**src/hw/lbs_pkg.sv**
```systemverilog
// Shared constants and types for the light beam scan sequencer
package lbs_pkg;
	// Clock and time base
	localparam int CLK_PERIOD_NS  = 50;
	localparam int US_NS          = 1000;
	localparam int CYC_PER_US     = (US_NS + CLK_PERIOD_NS - 1) / CLK_PERIOD_NS;
	localparam int SETTLE_MIN_US  = 60;
	localparam int SLOW_POLL_US   = 60;
	localparam int POLL_HALF_BITS = 31;
	// Register byte offsets
	localparam logic [7:0] ADR_CTRL   = 8'h00;
	localparam logic [7:0] ADR_ADDR   = 8'h04;
	localparam logic [7:0] ADR_TIMING = 8'h08;
	localparam logic [7:0] ADR_STATUS = 8'h0C;
	localparam logic [7:0] ADR_RESULT = 8'h10;
	// Field positions
	localparam int CTRL_ROLE_BIT  = 0;
	localparam int CTRL_SET_LSB   = 1;
	localparam int CTRL_RATE_LSB  = 4;
	localparam int TIM_STAMP_LSB  = 0;
	localparam int TIM_WIDTH_LSB  = 8;
	localparam int STAT_CNT_LSB   = 8;
	localparam int STAT_ERR_LSB   = 16;
	localparam int STAT_NEW_BIT   = 20;
	localparam int ERR_SETTLE_BIT = 0;
	localparam int ERR_RATE_BIT   = 1;
	localparam int ERR_TSEL_BIT   = 2;
	// Values after reset
	localparam logic [31:0] RST_CTRL   = 32'h0000_0000;
	localparam logic [9:0]  RST_ADDR   = 10'h000;
	localparam logic [7:0]  RST_STAMP  = 8'h1F;
	localparam logic [7:0]  RST_WIDTH  = 8'h02;
	// Sequence states
	typedef enum logic [2:0] {
		LBS_STANDBY = 3'b000,
		LBS_SETTLE  = 3'b001,
		LBS_WINDOW  = 3'b010,
		LBS_RESULT  = 3'b011
	} lbs_state_t;
endpackage : lbs_pkg

```
**src/hw/lbs_sync.sv**
```systemverilog
// Two-flop synchroniser for pin inputs
`timescale 1ns/1ps
`default_nettype none
module lbs_sync #(
	parameter int WIDTH = 2
) (
	input  wire logic             sys_clk,
	input  wire logic             reset_n,
	input  wire logic [WIDTH-1:0] async_in,
	output var  logic [WIDTH-1:0] sync_out
);
	logic [WIDTH-1:0] meta_ff;

	if (WIDTH < 1) begin : g_chk
		$error("lbs_sync: WIDTH must be at least 1");
	end

	// First stage feeds only the second stage
	always_ff @(posedge sys_clk) begin
		if (!reset_n) begin
			meta_ff  <= '0;
			sync_out <= '0;
		end else begin
			meta_ff  <= async_in;
			sync_out <= meta_ff;
		end
	end
endmodule : lbs_sync
`default_nettype wire

```
**src/hw/lbs_us_tick.sv**
```systemverilog
// One microsecond reference tick generator
`timescale 1ns/1ps
`default_nettype none
module lbs_us_tick #(
	parameter int DIV = lbs_pkg::CYC_PER_US
) (
	input  wire logic sys_clk,
	input  wire logic reset_n,
	output var  logic us_tick
);
	logic [7:0] cnt_ff;
	logic [7:0] nxt_cnt;
	logic       nxt_tick;

	if (DIV < 1 || DIV > 255) begin : g_chk
		$error("lbs_us_tick: DIV out of range");
	end

	// Wrap at DIV-1 and flag the wrap
	always_comb begin
		nxt_tick = (cnt_ff == 8'(DIV - 1));
		nxt_cnt  = nxt_tick ? 8'h00 : 8'(cnt_ff + 8'h01);
	end

	always_ff @(posedge sys_clk) begin
		if (!reset_n) begin
			cnt_ff  <= 8'h00;
			us_tick <= 1'b0;
		end else begin
			cnt_ff  <= nxt_cnt;
			us_tick <= nxt_tick;
		end
	end
endmodule : lbs_us_tick
`default_nettype wire

```
**src/hw/lbs_sequencer.sv**
```systemverilog
// Beam poll sequencer of one light-barrier element with Wishbone registers
// Function
// - First addressed poll wakes; settle at least 60us
// - Receiver: second poll opens reception window
// - Receiver: third poll closes window, result state
// - Fourth poll retrieves stored reception results
// - Emitter: second poll, delay, one pulse
// - Emitter: third poll enters result state
// - Count polls; result at n+settle+3
// - Selection zero settles one poll interval
// - Arrival stamp four bits, 0000 to 1111
// - Stamp window sets arrival measuring span
// - Window length is second-to-third poll spacing
// - Rate divider takes values 1 to 8
// - Receiver addressed again at window end: keep waiting
// - Non-poll command during scan forces standby
// - Address zero poll returns results, no start
// - Stamp window equal interval: pulse mid-window
// - Settle selection 000 slow, 001 fast polls
// - Result: new, stamp, thresholds, address, error
`timescale 1ns/1ps
`default_nettype none
module lbs_sequencer #(
	parameter int ADDR_W = 10
) (
	input  wire logic        sys_clk,
	input  wire logic        reset_n,
	input  wire logic        wb_cyc_i,
	input  wire logic        wb_stb_i,
	input  wire logic        wb_we_i,
	input  wire logic [7:0]  wb_adr_i,
	input  wire logic [3:0]  wb_sel_i,
	input  wire logic [31:0] wb_dat_i,
	output var  logic        wb_ack_o,
	output var  logic [31:0] wb_dat_o,
	input  wire logic        cmd_valid,
	input  wire logic        cmd_is_poll,
	input  wire logic [9:0]  cmd_addr,
	input  wire logic        photo_normal,
	input  wire logic        photo_reserve,
	output var  logic        led_drive,
	output var  logic        rx_window,
	output var  logic        result_valid,
	output var  logic [20:0] result_data
);
	if (ADDR_W < 1 || ADDR_W > 10) begin : g_chk
		$error("lbs_sequencer: ADDR_W must be 1..10");
	end

	logic              us_tick;
	logic [1:0]        photo_s;
	lbs_pkg::lbs_state_t state_ff, nxt_state;
	logic [31:0]       ctrl_ff, nxt_ctrl;
	logic [9:0]        addr_ff, nxt_addr;
	logic [7:0]        stamp_win_ff, nxt_stamp_win;
	logic [7:0]        width_ff, nxt_width;
	logic              ack_ff, nxt_ack;
	logic [31:0]       rdat_ff, nxt_rdat;
	logic [7:0]        poll_cnt_ff, nxt_poll_cnt;
	logic [7:0]        start_ff, nxt_start;
	logic [6:0]        settle_us_ff, nxt_settle_us;
	logic [8:0]        gap_us_ff, nxt_gap_us;
	logic              seen_ff, nxt_seen;
	logic [3:0]        err_ff, nxt_err;
	logic              new_ff, nxt_new;
	logic [3:0]        stamp_ff, nxt_stamp;
	logic [3:0]        run_ff, nxt_run;
	logic [15:0]       step_ff, nxt_step;
	logic              hit_n_ff, nxt_hit_n;
	logic              hit_r_ff, nxt_hit_r;
	logic              photo_d_ff;
	logic [9:0]        win_us_ff, nxt_win_us;
	logic [7:0]        win_sub_ff, nxt_win_sub;
	logic              fired_ff, nxt_fired;
	logic              led_ff, nxt_led;
	logic              rxw_ff, nxt_rxw;
	logic              rv_ff, nxt_rv;
	logic [20:0]       rd_ff, nxt_rd;

	logic              poll, other_cmd, mine, role_emit;
	logic [2:0]        set_sel, rate_sel;
	logic [7:0]        off, t_open;
	logic [15:0]       step_len;
	logic [9:0]        p_delay, p_end;

	lbs_us_tick u_tick (
		.sys_clk (sys_clk),
		.reset_n (reset_n),
		.us_tick (us_tick)
	);

	lbs_sync #(.WIDTH(2)) u_sync (
		.sys_clk  (sys_clk),
		.reset_n  (reset_n),
		.async_in ({photo_reserve, photo_normal}),
		.sync_out (photo_s)
	);

	// Decode of the incoming command and the configured fields
	always_comb begin
		poll      = cmd_valid && cmd_is_poll;
		other_cmd = cmd_valid && !cmd_is_poll;
		mine      = poll && (cmd_addr != 10'h000)
			&& (cmd_addr[ADDR_W-1:0] == addr_ff[ADDR_W-1:0]);
		role_emit = ctrl_ff[lbs_pkg::CTRL_ROLE_BIT];
		set_sel   = ctrl_ff[lbs_pkg::CTRL_SET_LSB +: 3];
		// field holds k-1, k 1 to 8
		rate_sel  = ctrl_ff[lbs_pkg::CTRL_RATE_LSB +: 3];
		off       = 8'(poll_cnt_ff - start_ff);
		t_open    = 8'({5'h00, set_sel} + 8'h01);
		// Step of 1/16 stamp window, never zero cycles
		step_len  = 16'((stamp_win_ff * 16'(lbs_pkg::CYC_PER_US)) >> 4);
		if (step_len == 16'h0000) begin
			step_len = 16'h0001;
		end
		p_delay   = {3'h0, stamp_win_ff[7:1]};
		p_end     = 10'(p_delay + {2'h0, width_ff});
	end

	// Wishbone slave: ack one cycle after request, write at the ack edge
	always_comb begin
		nxt_ack       = wb_cyc_i && wb_stb_i && !ack_ff;
		nxt_ctrl      = ctrl_ff;
		nxt_addr      = addr_ff;
		nxt_stamp_win = stamp_win_ff;
		nxt_width     = width_ff;
		nxt_rdat      = 32'h0000_0000;
		if (wb_cyc_i && wb_stb_i && ack_ff && wb_we_i) begin
			if (wb_adr_i == lbs_pkg::ADR_CTRL && wb_sel_i[0]) begin
				nxt_ctrl = {25'h000_0000, wb_dat_i[6:0]};
			end
			if (wb_adr_i == lbs_pkg::ADR_ADDR) begin
				if (wb_sel_i[0]) nxt_addr[7:0] = wb_dat_i[7:0];
				if (wb_sel_i[1]) nxt_addr[9:8] = wb_dat_i[9:8];
			end
			if (wb_adr_i == lbs_pkg::ADR_TIMING) begin
				if (wb_sel_i[0]) nxt_stamp_win = wb_dat_i[7:0];
				if (wb_sel_i[1]) nxt_width = wb_dat_i[15:8];
			end
		end
		case (wb_adr_i)
			lbs_pkg::ADR_CTRL:   nxt_rdat = ctrl_ff;
			lbs_pkg::ADR_ADDR:   nxt_rdat = {22'h00_0000, addr_ff};
			lbs_pkg::ADR_TIMING: nxt_rdat = {16'h0000, width_ff, stamp_win_ff};
			lbs_pkg::ADR_STATUS: nxt_rdat = {11'h000, new_ff, err_ff, poll_cnt_ff,
				5'h00, state_ff};
			lbs_pkg::ADR_RESULT: nxt_rdat = {11'h000, rd_ff};
			default:             nxt_rdat = 32'h0000_0000; // Unmapped reads zero
		endcase
	end

	always_ff @(posedge sys_clk) begin
		if (!reset_n) begin
			ack_ff       <= 1'b0;
			rdat_ff      <= 32'h0000_0000;
			ctrl_ff      <= lbs_pkg::RST_CTRL;
			addr_ff      <= lbs_pkg::RST_ADDR;
			stamp_win_ff <= lbs_pkg::RST_STAMP;
			width_ff     <= lbs_pkg::RST_WIDTH;
		end else begin
			ack_ff       <= nxt_ack;
			rdat_ff      <= nxt_rdat;
			ctrl_ff      <= nxt_ctrl;
			addr_ff      <= nxt_addr;
			stamp_win_ff <= nxt_stamp_win;
			width_ff     <= nxt_width;
		end
	end

	// Sequence control driven by the poll count
	always_comb begin
		nxt_state     = state_ff;
		nxt_start     = start_ff;
		nxt_err       = err_ff;
		nxt_new       = new_ff;
		nxt_rxw       = 1'b0;
		nxt_rv        = 1'b0;
		nxt_rd        = rd_ff;
		nxt_seen      = seen_ff || poll;
		nxt_poll_cnt  = poll ? 8'(poll_cnt_ff + 8'h01) : poll_cnt_ff;
		nxt_gap_us    = poll ? 9'h000
			: ((us_tick && gap_us_ff != 9'h1FF) ? 9'(gap_us_ff + 9'h001) : gap_us_ff);
		nxt_settle_us = (us_tick && settle_us_ff != 7'h7F)
			? 7'(settle_us_ff + 7'h01) : settle_us_ff;
		// flag polls closer than 31us times divider
		if (poll && seen_ff && state_ff != lbs_pkg::LBS_STANDBY
			&& gap_us_ff < 9'(lbs_pkg::POLL_HALF_BITS * ({6'h00, rate_sel} + 9'h001))) begin
			nxt_err[lbs_pkg::ERR_RATE_BIT] = 1'b1;
		end
		// selection must match the poll interval
		if (poll && seen_ff && state_ff != lbs_pkg::LBS_STANDBY
			&& ((gap_us_ff >= 9'(lbs_pkg::SLOW_POLL_US)) != (set_sel == 3'h0))) begin
			nxt_err[lbs_pkg::ERR_TSEL_BIT] = 1'b1;
		end
		case (state_ff)
			lbs_pkg::LBS_STANDBY: begin
				if (mine) begin
					nxt_state     = lbs_pkg::LBS_SETTLE;
					nxt_start     = poll_cnt_ff;
					nxt_settle_us = 7'h00;
					nxt_err       = 4'h0;
				end
			end
			lbs_pkg::LBS_SETTLE: begin
				// open after settle_delay_sel+1 polls, once settled
				if (poll && off == t_open) begin
					if (settle_us_ff >= 7'(lbs_pkg::SETTLE_MIN_US)) begin
						nxt_state = lbs_pkg::LBS_WINDOW;
						nxt_rxw   = !role_emit;
					end else begin
						nxt_start = 8'(start_ff + 8'h01);
						nxt_err[lbs_pkg::ERR_SETTLE_BIT] = 1'b1;
					end
				end
			end
			lbs_pkg::LBS_WINDOW: begin
				nxt_rxw = !role_emit;
				if (poll && off == 8'(t_open + 8'h01)) begin
					if (mine && !role_emit) begin
						nxt_start = 8'(start_ff + 8'h01);
					end else begin
						nxt_state = lbs_pkg::LBS_RESULT;
						nxt_rxw   = 1'b0;
						nxt_new   = 1'b1;
					end
				end
			end
			lbs_pkg::LBS_RESULT: begin
				if (poll && off == 8'(t_open + 8'h02)) begin
					nxt_state = lbs_pkg::LBS_STANDBY;
				end
			end
			default: nxt_state = lbs_pkg::LBS_STANDBY;
		endcase
		if (other_cmd) begin
			nxt_state = lbs_pkg::LBS_STANDBY;
			nxt_rxw   = 1'b0;
		end
		if ((state_ff == lbs_pkg::LBS_RESULT && poll && off == 8'(t_open + 8'h02))
			|| (poll && cmd_addr == 10'h000)) begin
			nxt_rv  = 1'b1;
			nxt_rd  = {nxt_new, stamp_ff, hit_n_ff, hit_r_ff, addr_ff, err_ff};
			nxt_new = 1'b0;
		end
	end

	always_ff @(posedge sys_clk) begin
		if (!reset_n) begin
			state_ff     <= lbs_pkg::LBS_STANDBY;
			start_ff     <= 8'h00;
			err_ff       <= 4'h0;
			new_ff       <= 1'b0;
			rxw_ff       <= 1'b0;
			rv_ff        <= 1'b0;
			rd_ff        <= 21'h00_0000;
			seen_ff      <= 1'b0;
			poll_cnt_ff  <= 8'h00;
			gap_us_ff    <= 9'h000;
			settle_us_ff <= 7'h00;
		end else begin
			state_ff     <= nxt_state;
			start_ff     <= nxt_start;
			err_ff       <= nxt_err;
			new_ff       <= nxt_new;
			rxw_ff       <= nxt_rxw;
			rv_ff        <= nxt_rv;
			rd_ff        <= nxt_rd;
			seen_ff      <= nxt_seen;
			poll_cnt_ff  <= nxt_poll_cnt;
			gap_us_ff    <= nxt_gap_us;
			settle_us_ff <= nxt_settle_us;
		end
	end

	// Arrival stamp and emitter pulse timing inside the window
	always_comb begin
		nxt_run   = run_ff;
		nxt_step  = step_ff;
		nxt_stamp = stamp_ff;
		nxt_hit_n = hit_n_ff;
		nxt_hit_r = hit_r_ff;
		nxt_win_us = win_us_ff;
		nxt_win_sub = win_sub_ff;
		nxt_fired = fired_ff;
		nxt_led   = 1'b0;
		if (state_ff != lbs_pkg::LBS_WINDOW) begin
			// Restart the measure whenever the window is shut
			nxt_run    = 4'h0;
			nxt_step   = 16'h0000;
			nxt_win_us = 10'h000;
			nxt_win_sub = 8'h00;
			nxt_fired  = 1'b0;
			if (nxt_state == lbs_pkg::LBS_WINDOW) begin
				nxt_stamp = 4'h0;
				nxt_hit_n = 1'b0;
				nxt_hit_r = 1'b0;
			end
		end else begin
			// 16 steps across stamp window, saturating
			if (step_ff >= 16'(step_len - 16'h0001)) begin
				nxt_step = 16'h0000;
				nxt_run  = (run_ff == 4'hF) ? 4'hF : 4'(run_ff + 4'h1);
			end else begin
				nxt_step = 16'(step_ff + 16'h0001);
			end
			// Microseconds from the opening edge, not the free tick,
			// so the pulse does not wander with the tick phase
			if (win_sub_ff == 8'(lbs_pkg::CYC_PER_US - 1)) begin
				nxt_win_sub = 8'h00;
				if (win_us_ff != 10'h3FF) begin
					nxt_win_us = 10'(win_us_ff + 10'h001);
				end
			end else begin
				nxt_win_sub = 8'(win_sub_ff + 8'h01);
			end
			// first normal-threshold edge latches the stamp
			if (!role_emit && photo_s[0] && !photo_d_ff && !hit_n_ff) begin
				nxt_hit_n = 1'b1;
				nxt_stamp = run_ff;
			end
			if (!role_emit && photo_s[1]) begin
				nxt_hit_r = 1'b1;
			end
			// single pulse at half stamp window
			if (role_emit && !fired_ff && win_us_ff >= p_delay && win_us_ff < p_end) begin
				nxt_led = 1'b1;
			end
			if (role_emit && win_us_ff >= p_end) begin
				nxt_fired = 1'b1;
			end
		end
	end

	always_ff @(posedge sys_clk) begin
		if (!reset_n) begin
			run_ff     <= 4'h0;
			step_ff    <= 16'h0000;
			stamp_ff   <= 4'h0;
			hit_n_ff   <= 1'b0;
			hit_r_ff   <= 1'b0;
			photo_d_ff <= 1'b0;
			win_us_ff  <= 10'h000;
			win_sub_ff <= 8'h00;
			fired_ff   <= 1'b0;
			led_ff     <= 1'b0;
		end else begin
			run_ff     <= nxt_run;
			step_ff    <= nxt_step;
			stamp_ff   <= nxt_stamp;
			hit_n_ff   <= nxt_hit_n;
			hit_r_ff   <= nxt_hit_r;
			photo_d_ff <= photo_s[0];
			win_us_ff  <= nxt_win_us;
			win_sub_ff <= nxt_win_sub;
			fired_ff   <= nxt_fired;
			led_ff     <= nxt_led;
		end
	end

	// Outputs straight from flops
	always_comb begin
		wb_ack_o     = ack_ff;
		wb_dat_o     = rdat_ff;
		led_drive    = led_ff;
		rx_window    = rxw_ff;
		result_valid = rv_ff;
		result_data  = rd_ff;
	end
endmodule : lbs_sequencer
`default_nettype wire

```
**config.mk**
```make
export PLATFORM = sky130hd
export DESIGN_NAME = lbs_sequencer
export DESIGN_NICKNAME = d
export VERILOG_FILES = /design/src/hw/lbs_pkg.sv /design/src/hw/lbs_sync.sv /design/src/hw/lbs_us_tick.sv /design/src/hw/lbs_sequencer.sv
export SDC_FILE = /design/constraint.sdc
export NUM_CORES = 1
export LEC_CHECK = 0
export ABC_CLOCK_PERIOD_IN_PS = 6300
export BUFFER_PORTS_ARGS = -buffer_cell sky130_fd_sc_hd__buf_2
export CAP_MARGIN = 20
export CORE_MARGIN = 1
export CORE_UTILIZATION = 55
export CTS_CLUSTER_SIZE = 28
export DETAILED_ROUTE_END_ITERATION = 12
export GPL_ROUTABILITY_DRIVEN = 1
export PLACE_DENSITY = 0.76
export SYNTH_ARGS = -nofsm -noshare
export SYNTH_HDL_FRONTEND = slang
export SYNTH_SLANG_ARGS = --single-unit
```
**constraint.sdc**
```tcl
create_clock -name sys_clk -period 6.3 [get_ports sys_clk]
set_clock_uncertainty 0.2 [all_clocks]
set_input_delay 1.26 -clock sys_clk [delete_from_list [all_inputs] [get_ports sys_clk]]
set_output_delay 1.26 -clock sys_clk [all_outputs]
set_load 0.02 [all_outputs]
```
==> flow_metrics.env, run 1 <==
export IMPL_status="finished clean"
export IMPL_crit_path_top_delay_cell="fa_1"
export IMPL_power_density_mw_per_mm2=200.0
export IMPL_pin_count=120
export IMPL_postRouteWirelength_mm=25.18
export IMPL_drt_iter0_drc=615
export IMPL_hpwlAfterDp_mm=18.54
export IMPL_postPlaceCellArea_mm2=0.01097
export IMPL_period_needed_ps=5601
export IMPL_die_w_um=139.5
export IMPL_fin_area_mm2=0.01158
export IMPL_end_kind="flip-flop"
export IMPL_clockRootBuffer="clkbuf_16"
export IMPL_cts_sinks=177
export IMPL_startpoint_type="flip-flop"
export IMPL_holdBufCountCts=0
export IMPL_grt_pass1_vias=8154
export IMPL_drc_errors=0
export IMPL_wire_per_inst_um=16.79
export IMPL_path_common_cell="ha_1"
export IMPL_die_area_mm2=0.01947
export IMPL_p_leak_nw=4.826
export IMPL_async_flop_share_pct=0
export IMPL_max_cap_violations=0
export IMPL_worstSetupPathType="reg2reg"
export IMPL_rsz0062_at_grt="no"
export IMPL_grt_overflow=0
export IMPL_h_tree_depth=4
export IMPL_multi_input_area_mm2=0.006446
export IMPL_ctsLongestPathBuffers=2
export IMPL_timing_final_ws_setup_ps=699.5
export IMPL_initial_utilization_pct=56.94
export IMPL_post_cts_setup_buffers=0
export IMPL_detail_route_vias_per_cell=5.793
export IMPL_nets=1429
export IMPL_drtAntennaViolNets=0
export IMPL_synth_enable_flop_cells=0
export IMPL_timing_fmax_ghz=0.1786
export IMPL_finalSetupTns_ps=0
export IMPL_avgSynthCellArea_um2=8.853
export IMPL_io_buffers=89
export IMPL_cts_clk_slew_worst_paths_ps=70
export IMPL_synth_cell_types=80
export IMPL_core_mm2=0.01827
export IMPL_min_path_type="reg2reg"
export IMPL_slew_headroom_pct=31.93
export IMPL_postSynthCellCount=1175
export IMPL_grt_pass1_wl_mm=40.81
export IMPL_drive_gt1_share_pct=13.22
export IMPL_tritoncts="yes"
export IMPL_finalHoldViolCount=0
export IMPL_gr_usage_all_layers_pct=26.42
export IMPL_postCtsResizedCells=0
export IMPL_critPathMaxStageDelay_ps=420
export IMPL_insertedDiodeCount=0
export IMPL_finalPower_mw=2.316
export IMPL_first_pass_iters=7
export IMPL_insertion_delay_ps=430
export IMPL_synth_top_cell_area_share_pct=34.06
export IMPL_syn2layout_area_growth_pct=11.29
export IMPL_die_h_um=139.5
export IMPL_grt_max_degree=74
export IMPL_tightest_slew_ps=1019
export IMPL_crit_fanout=15
export IMPL_cts_buffers=17
export IMPL_rows=49
export IMPL_fill_cells=1569
export IMPL_antenna_found_initial=0
export IMPL_ys_seq_elements=177
export IMPL_synth_cell_area_mm2=0.01040
export IMPL_synth_seq_area_share_pct=34.06
export IMPL_synth_flop_cell="dfxtp_1"
export IMPL_num_vias=8690
export IMPL_post_route_period_util_pct=88.90
export IMPL_setup_violations_final=0
export IMPL_ys_warn_count=0
export IMPL_place_congestion=0.8828
export IMPL_critPathRequiredTime_ps=6460
export IMPL_seqCellArea_mm2=0.003543
export IMPL_synth_top_cell_by_area="dfxtp_1"
export IMPL_synthTopCellsByArea="dfxtp_1 34%, ha_1 12%, nor2_1 6.2%"
export IMPL_post_place_ws_ps=833.5
export IMPL_peakVddDrop_mv=0.1818
export IMPL_slew_viol_final=0
export IMPL_arrival_ps=5760
## layout make-up
class                      count  area share, %
multi-input combinational    913          55.68
sequential                   177          30.61
timing repair buffer          95          4.236
clock buffer                  17          3.674
tap                          229          2.475
inverter                      55          1.783
clock inverter                14          1.545
## synthesized netlist by cell type, types with 7 or more instances
library cell,instances
o21ai_0,33
inv_1,55
and3_1,13
or2_2,7
nor2b_1,13
nor4_1,7
nor2_1,173
a21o_1,16
nand2b_1,11
or3_1,11
ha_1,98
clkbuf_1,23
mux2i_1,53
mux2_2,11
a22oi_1,13
o21a_1,11
nand3_1,43
xnor2_1,40
buf_4,15
nand2_1,79
and2_1,11
dfxtp_1,177
nor3b_1,8
nor3_1,14
nand4_1,19
xor2_1,51
fa_1,9
a21oi_1,60
## path summary, 6_finish.rpt
path | from | to | slack, ps | cells past startpoint
worst max-delay path | stamp_win_ff[1] | step_ff[11] | 700 | 25
worst min-delay path | u_sync.meta_ff[1] | u_sync.sync_out[1] | 230 | 1
worst max register to register | stamp_win_ff[1] | step_ff[11] | 700 | 25
worst min register to register | u_sync.meta_ff[1] | u_sync.sync_out[1] | 230 | 1
## metal layers
layer	wire length, um	track usage (%)	share of wire (%)	vias up
met4	857	11.40	3.4	0
met3	1552	6.022	6.2	65
met2	11700	43.88	46	263
met1	11070	32.79	44	4102
li1	-	-	-	4260
met5	0	0	0	-
## registers in the layout (all words and copies together), names as in the netlist, 8 cells and up
signal         cells
wb_dat_o          21
result_data       20
step_ff           16
addr_ff           10
win_us_ff         10
gap_us_ff          9
poll_cnt_ff        8
stamp_win_ff       8
start_ff           8
u_tick.cnt_ff      8
width_ff           8
win_sub_ff         8
## placed cells by master (no fill, tap or decap), drive strengths merged, types with 13 or more instances in the layout
cell,synthesis,routed
inv,55,61
nand4,19,19
mux2i,53,53
nor3,15,15
nand2,79,79
a21oi,60,60
nor2,175,175
a21o,17,17
and3,13,13
nand3,44,44
clkbuf,23,17
dfxtp,177,177
ha,98,98
o21ai,35,35
a22oi,13,13
xnor2,40,40
conb,2,20
buf,23,95
xor2,51,51
nor2b,13,13
## worst max-delay path: cells and delay by family, from the launching register on
kind                     cells  cell delay [ps]
XOR/XNOR                     2              270
AO/OA/AOI/OAI                7             1410
flip-flops                   1              380
buffers and inverters        2              250
adder cells (fa/ha/maj)      5             1340
AND/OR/NAND/NOR              9             1660
## metrics by stage
step | hold WS (ps) | util [%] | cells
floorplan | 211.9 | - | 1193
global placement | 219.7 | 60.02 | 1468
detailed placement | 222.8 | 60.02 | 1468
CTS | 240.1 | 63.33 | 1499
global route | 257.5 | 63.37 | 1500
finish | 233.7 | 63.37 | 1500
## kinds of logic after synthesis
kind of cell,Yosys count,share of synthesized area [%]
AO/OA/AOI/OAI,197,13.33
XOR/XNOR,93,8.095
adder cells (fa/ha/maj),107,13.52
buffers and inverters,103,4.799
flip-flops,177,34.06
multiplexers,64,6.291
other,2,0.07219
AND/OR/NAND/NOR,432,19.83
## power breakdown
| group | switching, mW | total [mW] | internal (mW) |
|---|---|---|---|
| combinational | 0.0561 | 0.0859 | 0.0298 |
| clock | 0.471 | 1.10 | 0.630 |
| sequential | 0.00515 | 1.13 | 1.12 |
| total | 0.532 | 2.32 | 1.78 |
Note: power is estimated with default switching activity, not from simulation.
==> inputs of run 2 (changes only) <==
--- a/config.mk
+++ b/config.mk
@@ -10,6 +10,7 @@
 export CAP_MARGIN = 20
 export CORE_MARGIN = 1
 export CORE_UTILIZATION = 55
+export CTS_BUF_LIST = sky130_fd_sc_hd__clkbuf_8
 export CTS_CLUSTER_SIZE = 28
 export DETAILED_ROUTE_END_ITERATION = 12
 export GPL_ROUTABILITY_DRIVEN = 1
==> run 2 against run 1 <==
Effect of this change:
- flip-flop and latch count stayed put
- register-to-register slack better by 50 ps
- combinational power hardly changed
- final cell count stayed put
- non-clock buffer count stayed put
- global-route usage is 0.26 points lower
- total power is 12% lower
- fmax is 0.83% higher
==> flow_metrics.env, run 2 (synthesis gave the netlist of run 1 again) <==
export IMPL_wire_per_inst_um=16.57
export IMPL_gr_usage_all_layers_pct=26.16
export IMPL_antenna_found_initial=0
export IMPL_power_frac_clock_pct=40.8
export IMPL_largest_reg_flops=21
export IMPL_holdBufCountCts=0
export IMPL_critPathMaxStageDelay_ps=410
export IMPL_slew_headroom_pct=31.02
export IMPL_clockRootBuffer="clkbuf_8"
export IMPL_die_h_um=139.5
export IMPL_postCtsResizedCells=0
export IMPL_peakVddDrop_mv=0.1331
export IMPL_critical_path_startpoint="stamp_win_ff[1]"
export IMPL_cts_clk_slew_worst_paths_ps=100
export IMPL_syn2layout_area_growth_pct=9.454
export IMPL_startpoint_type="flip-flop"
export IMPL_cts_buffers=17
export IMPL_fill_cells=1593
export IMPL_insertedDiodeCount=0
export IMPL_die_area_mm2=0.01947
export IMPL_drt_iter0_drc=538
export IMPL_insertion_delay_ps=470
export IMPL_end_kind="flip-flop"
export IMPL_power_frac_seq_pct=55.1
export IMPL_worst_path_buf_inv=2
export IMPL_core_mm2=0.01827
export IMPL_worstHoldStart="wb_ack_o"
export IMPL_grt_max_degree=74
export IMPL_crit_path_top_delay_cell="fa_1"
export IMPL_grt_pass1_vias=8038
export IMPL_first_pass_iters=6
export IMPL_timing_fmax_ghz=0.1800
export IMPL_post_route_period_util_pct=88.17
export IMPL_path_common_cell="ha_1"
export IMPL_hpwlAfterDp_mm=18.54
export IMPL_grt_overflow=0
export IMPL_cts_sinks=177
export IMPL_tritoncts="yes"
export IMPL_ctsLongestPathBuffers=2
export IMPL_postRouteWirelength_mm=24.85
export IMPL_min_path_type="reg2reg"
export IMPL_grt_pass1_wl_mm=40.29
export IMPL_setup_violations_final=0
export IMPL_arrival_ps=5760
export IMPL_drive_gt1_share_pct=13.22
export IMPL_p_leak_nw=4.739
export IMPL_p_int_mw=1.551
export IMPL_h_tree_depth=4
export IMPL_finalHoldViolCount=0
export IMPL_io_buffers=89
export IMPL_switching_share_pct=24.32
export IMPL_die_w_um=139.5
export IMPL_rsz0062_at_grt="no"
export IMPL_num_vias=8594
export IMPL_pin_count=120
export IMPL_tightest_slew_ps=1035
export IMPL_post_cts_setup_buffers=0
export IMPL_switching_power_uw=498.2
export IMPL_rr_startpoint="stamp_win_ff[1]"
export IMPL_max_cap_violations=0
export IMPL_mostFrequentLayoutCells="177 x dfxtp_1, 173 x nor2_1, 98 x ha_1"
export IMPL_crit_family="simple AND/OR/NAND/NOR gates"
export IMPL_rows=49
export IMPL_critPathRequiredTime_ps=6500
export IMPL_place_congestion=0.8828
export IMPL_layout_commonest_cell="dfxtp_1"
export IMPL_holdWs_ps=238.7
export IMPL_detail_route_vias_per_cell=5.729
export IMPL_finalSetupTns_ps=0
export IMPL_nets=1429
export IMPL_crit_fanout=15
export IMPL_power_density_mw_per_mm2=179.9
export IMPL_slew_viol_final=0
export IMPL_drc_errors=0
export IMPL_initial_utilization_pct=56.94
export IMPL_drtAntennaViolNets=0
export IMPL_status="finished clean"
export IMPL_period_needed_ps=5555
export IMPL_pwr_share_comb_pct=4.2
export IMPL_worstSetupPathType="reg2reg"
## run 2: worst register-to-register path, cell delays in order (launching register included)
cell	delay [ps]
dfxtp_1	390
ha_1	320
ha_1	180
inv_1	60
fa_1	410
nor2b_1	150
o21a_1	140
o21a_1	150
o21ai_0	100
and3_1	210
o21ai_0	310
nor2_1	80
a41oi_1	280
ha_1	230
nand3_1	140
nor2_1	130
nand2_1	70
xnor2_1	130
xnor2_1	140
ha_1	190
or3_1	330
a211o_1	280
a21oi_1	130
buf_4	190
nand2_1	330
nor2_1	230
## run 2: layer usage
layer	track usage [%]	up-vias	wire length, um
li1	-	4248	-
met1	33.02	4040	11080
met2	43.11	240	11520
met3	5.540	66	1357
met4	11.29	0	899
met5	0	-	0
## run 2: worst paths after layout
path | endpoint | slack, ps | cells past startpoint
worst max register to register | step_ff[11] | 750 | 25
worst min-delay path | wb_ack_o | 240 | 1
worst max-delay path | step_ff[11] | 750 | 25
worst min register to register | wb_ack_o | 240 | 1
## run 2: metrics by stage
stage | setup slack [ps] | std cells | instance area [um2] | utilization [%] | total power [mW]
2_1_floorplan | 1186 | 1193 | 10470 | - | 1.213
3_3_place_gp | 942.5 | 1468 | 10970 | 60.02 | 1.237
3_5_place_dp | 833.5 | 1468 | 10970 | 60.02 | 1.239
4_1_cts | 709.5 | 1499 | 11380 | 62.28 | 2.061
5_1_grt | 244.2 | 1500 | 11390 | 62.32 | 2.120
6_report | 745.5 | 1500 | 11390 | 62.32 | 2.049
## run 2: power by group through the flow
| stage | registers [mW] | clock network, mW | logic (mW) |
|---|---|---|---|
| floorplan | 1.15 | 0 | 0.0601 |
| global placement | 1.15 | 0 | 0.0828 |
| detailed placement | 1.15 | 0 | 0.0843 |
| CTS | 1.13 | 0.849 | 0.0847 |
| global route | 1.13 | 0.898 | 0.0932 |
| finish | 1.13 | 0.835 | 0.0858 |
## run 2: cell type report
class | instances | area [um2] | share of cell area, %
Sequential cell | 177 | 3543 | 31.12
Timing Repair Buffer | 95 | 490.5 | 4.308
Inverter | 55 | 206.4 | 1.813
Clock buffer | 17 | 234.0 | 2.055
Clock inverter | 14 | 178.9 | 1.571
Multi-Input combinational cell | 913 | 6446 | 56.62
Tap cell | 229 | 286.5 | 2.516
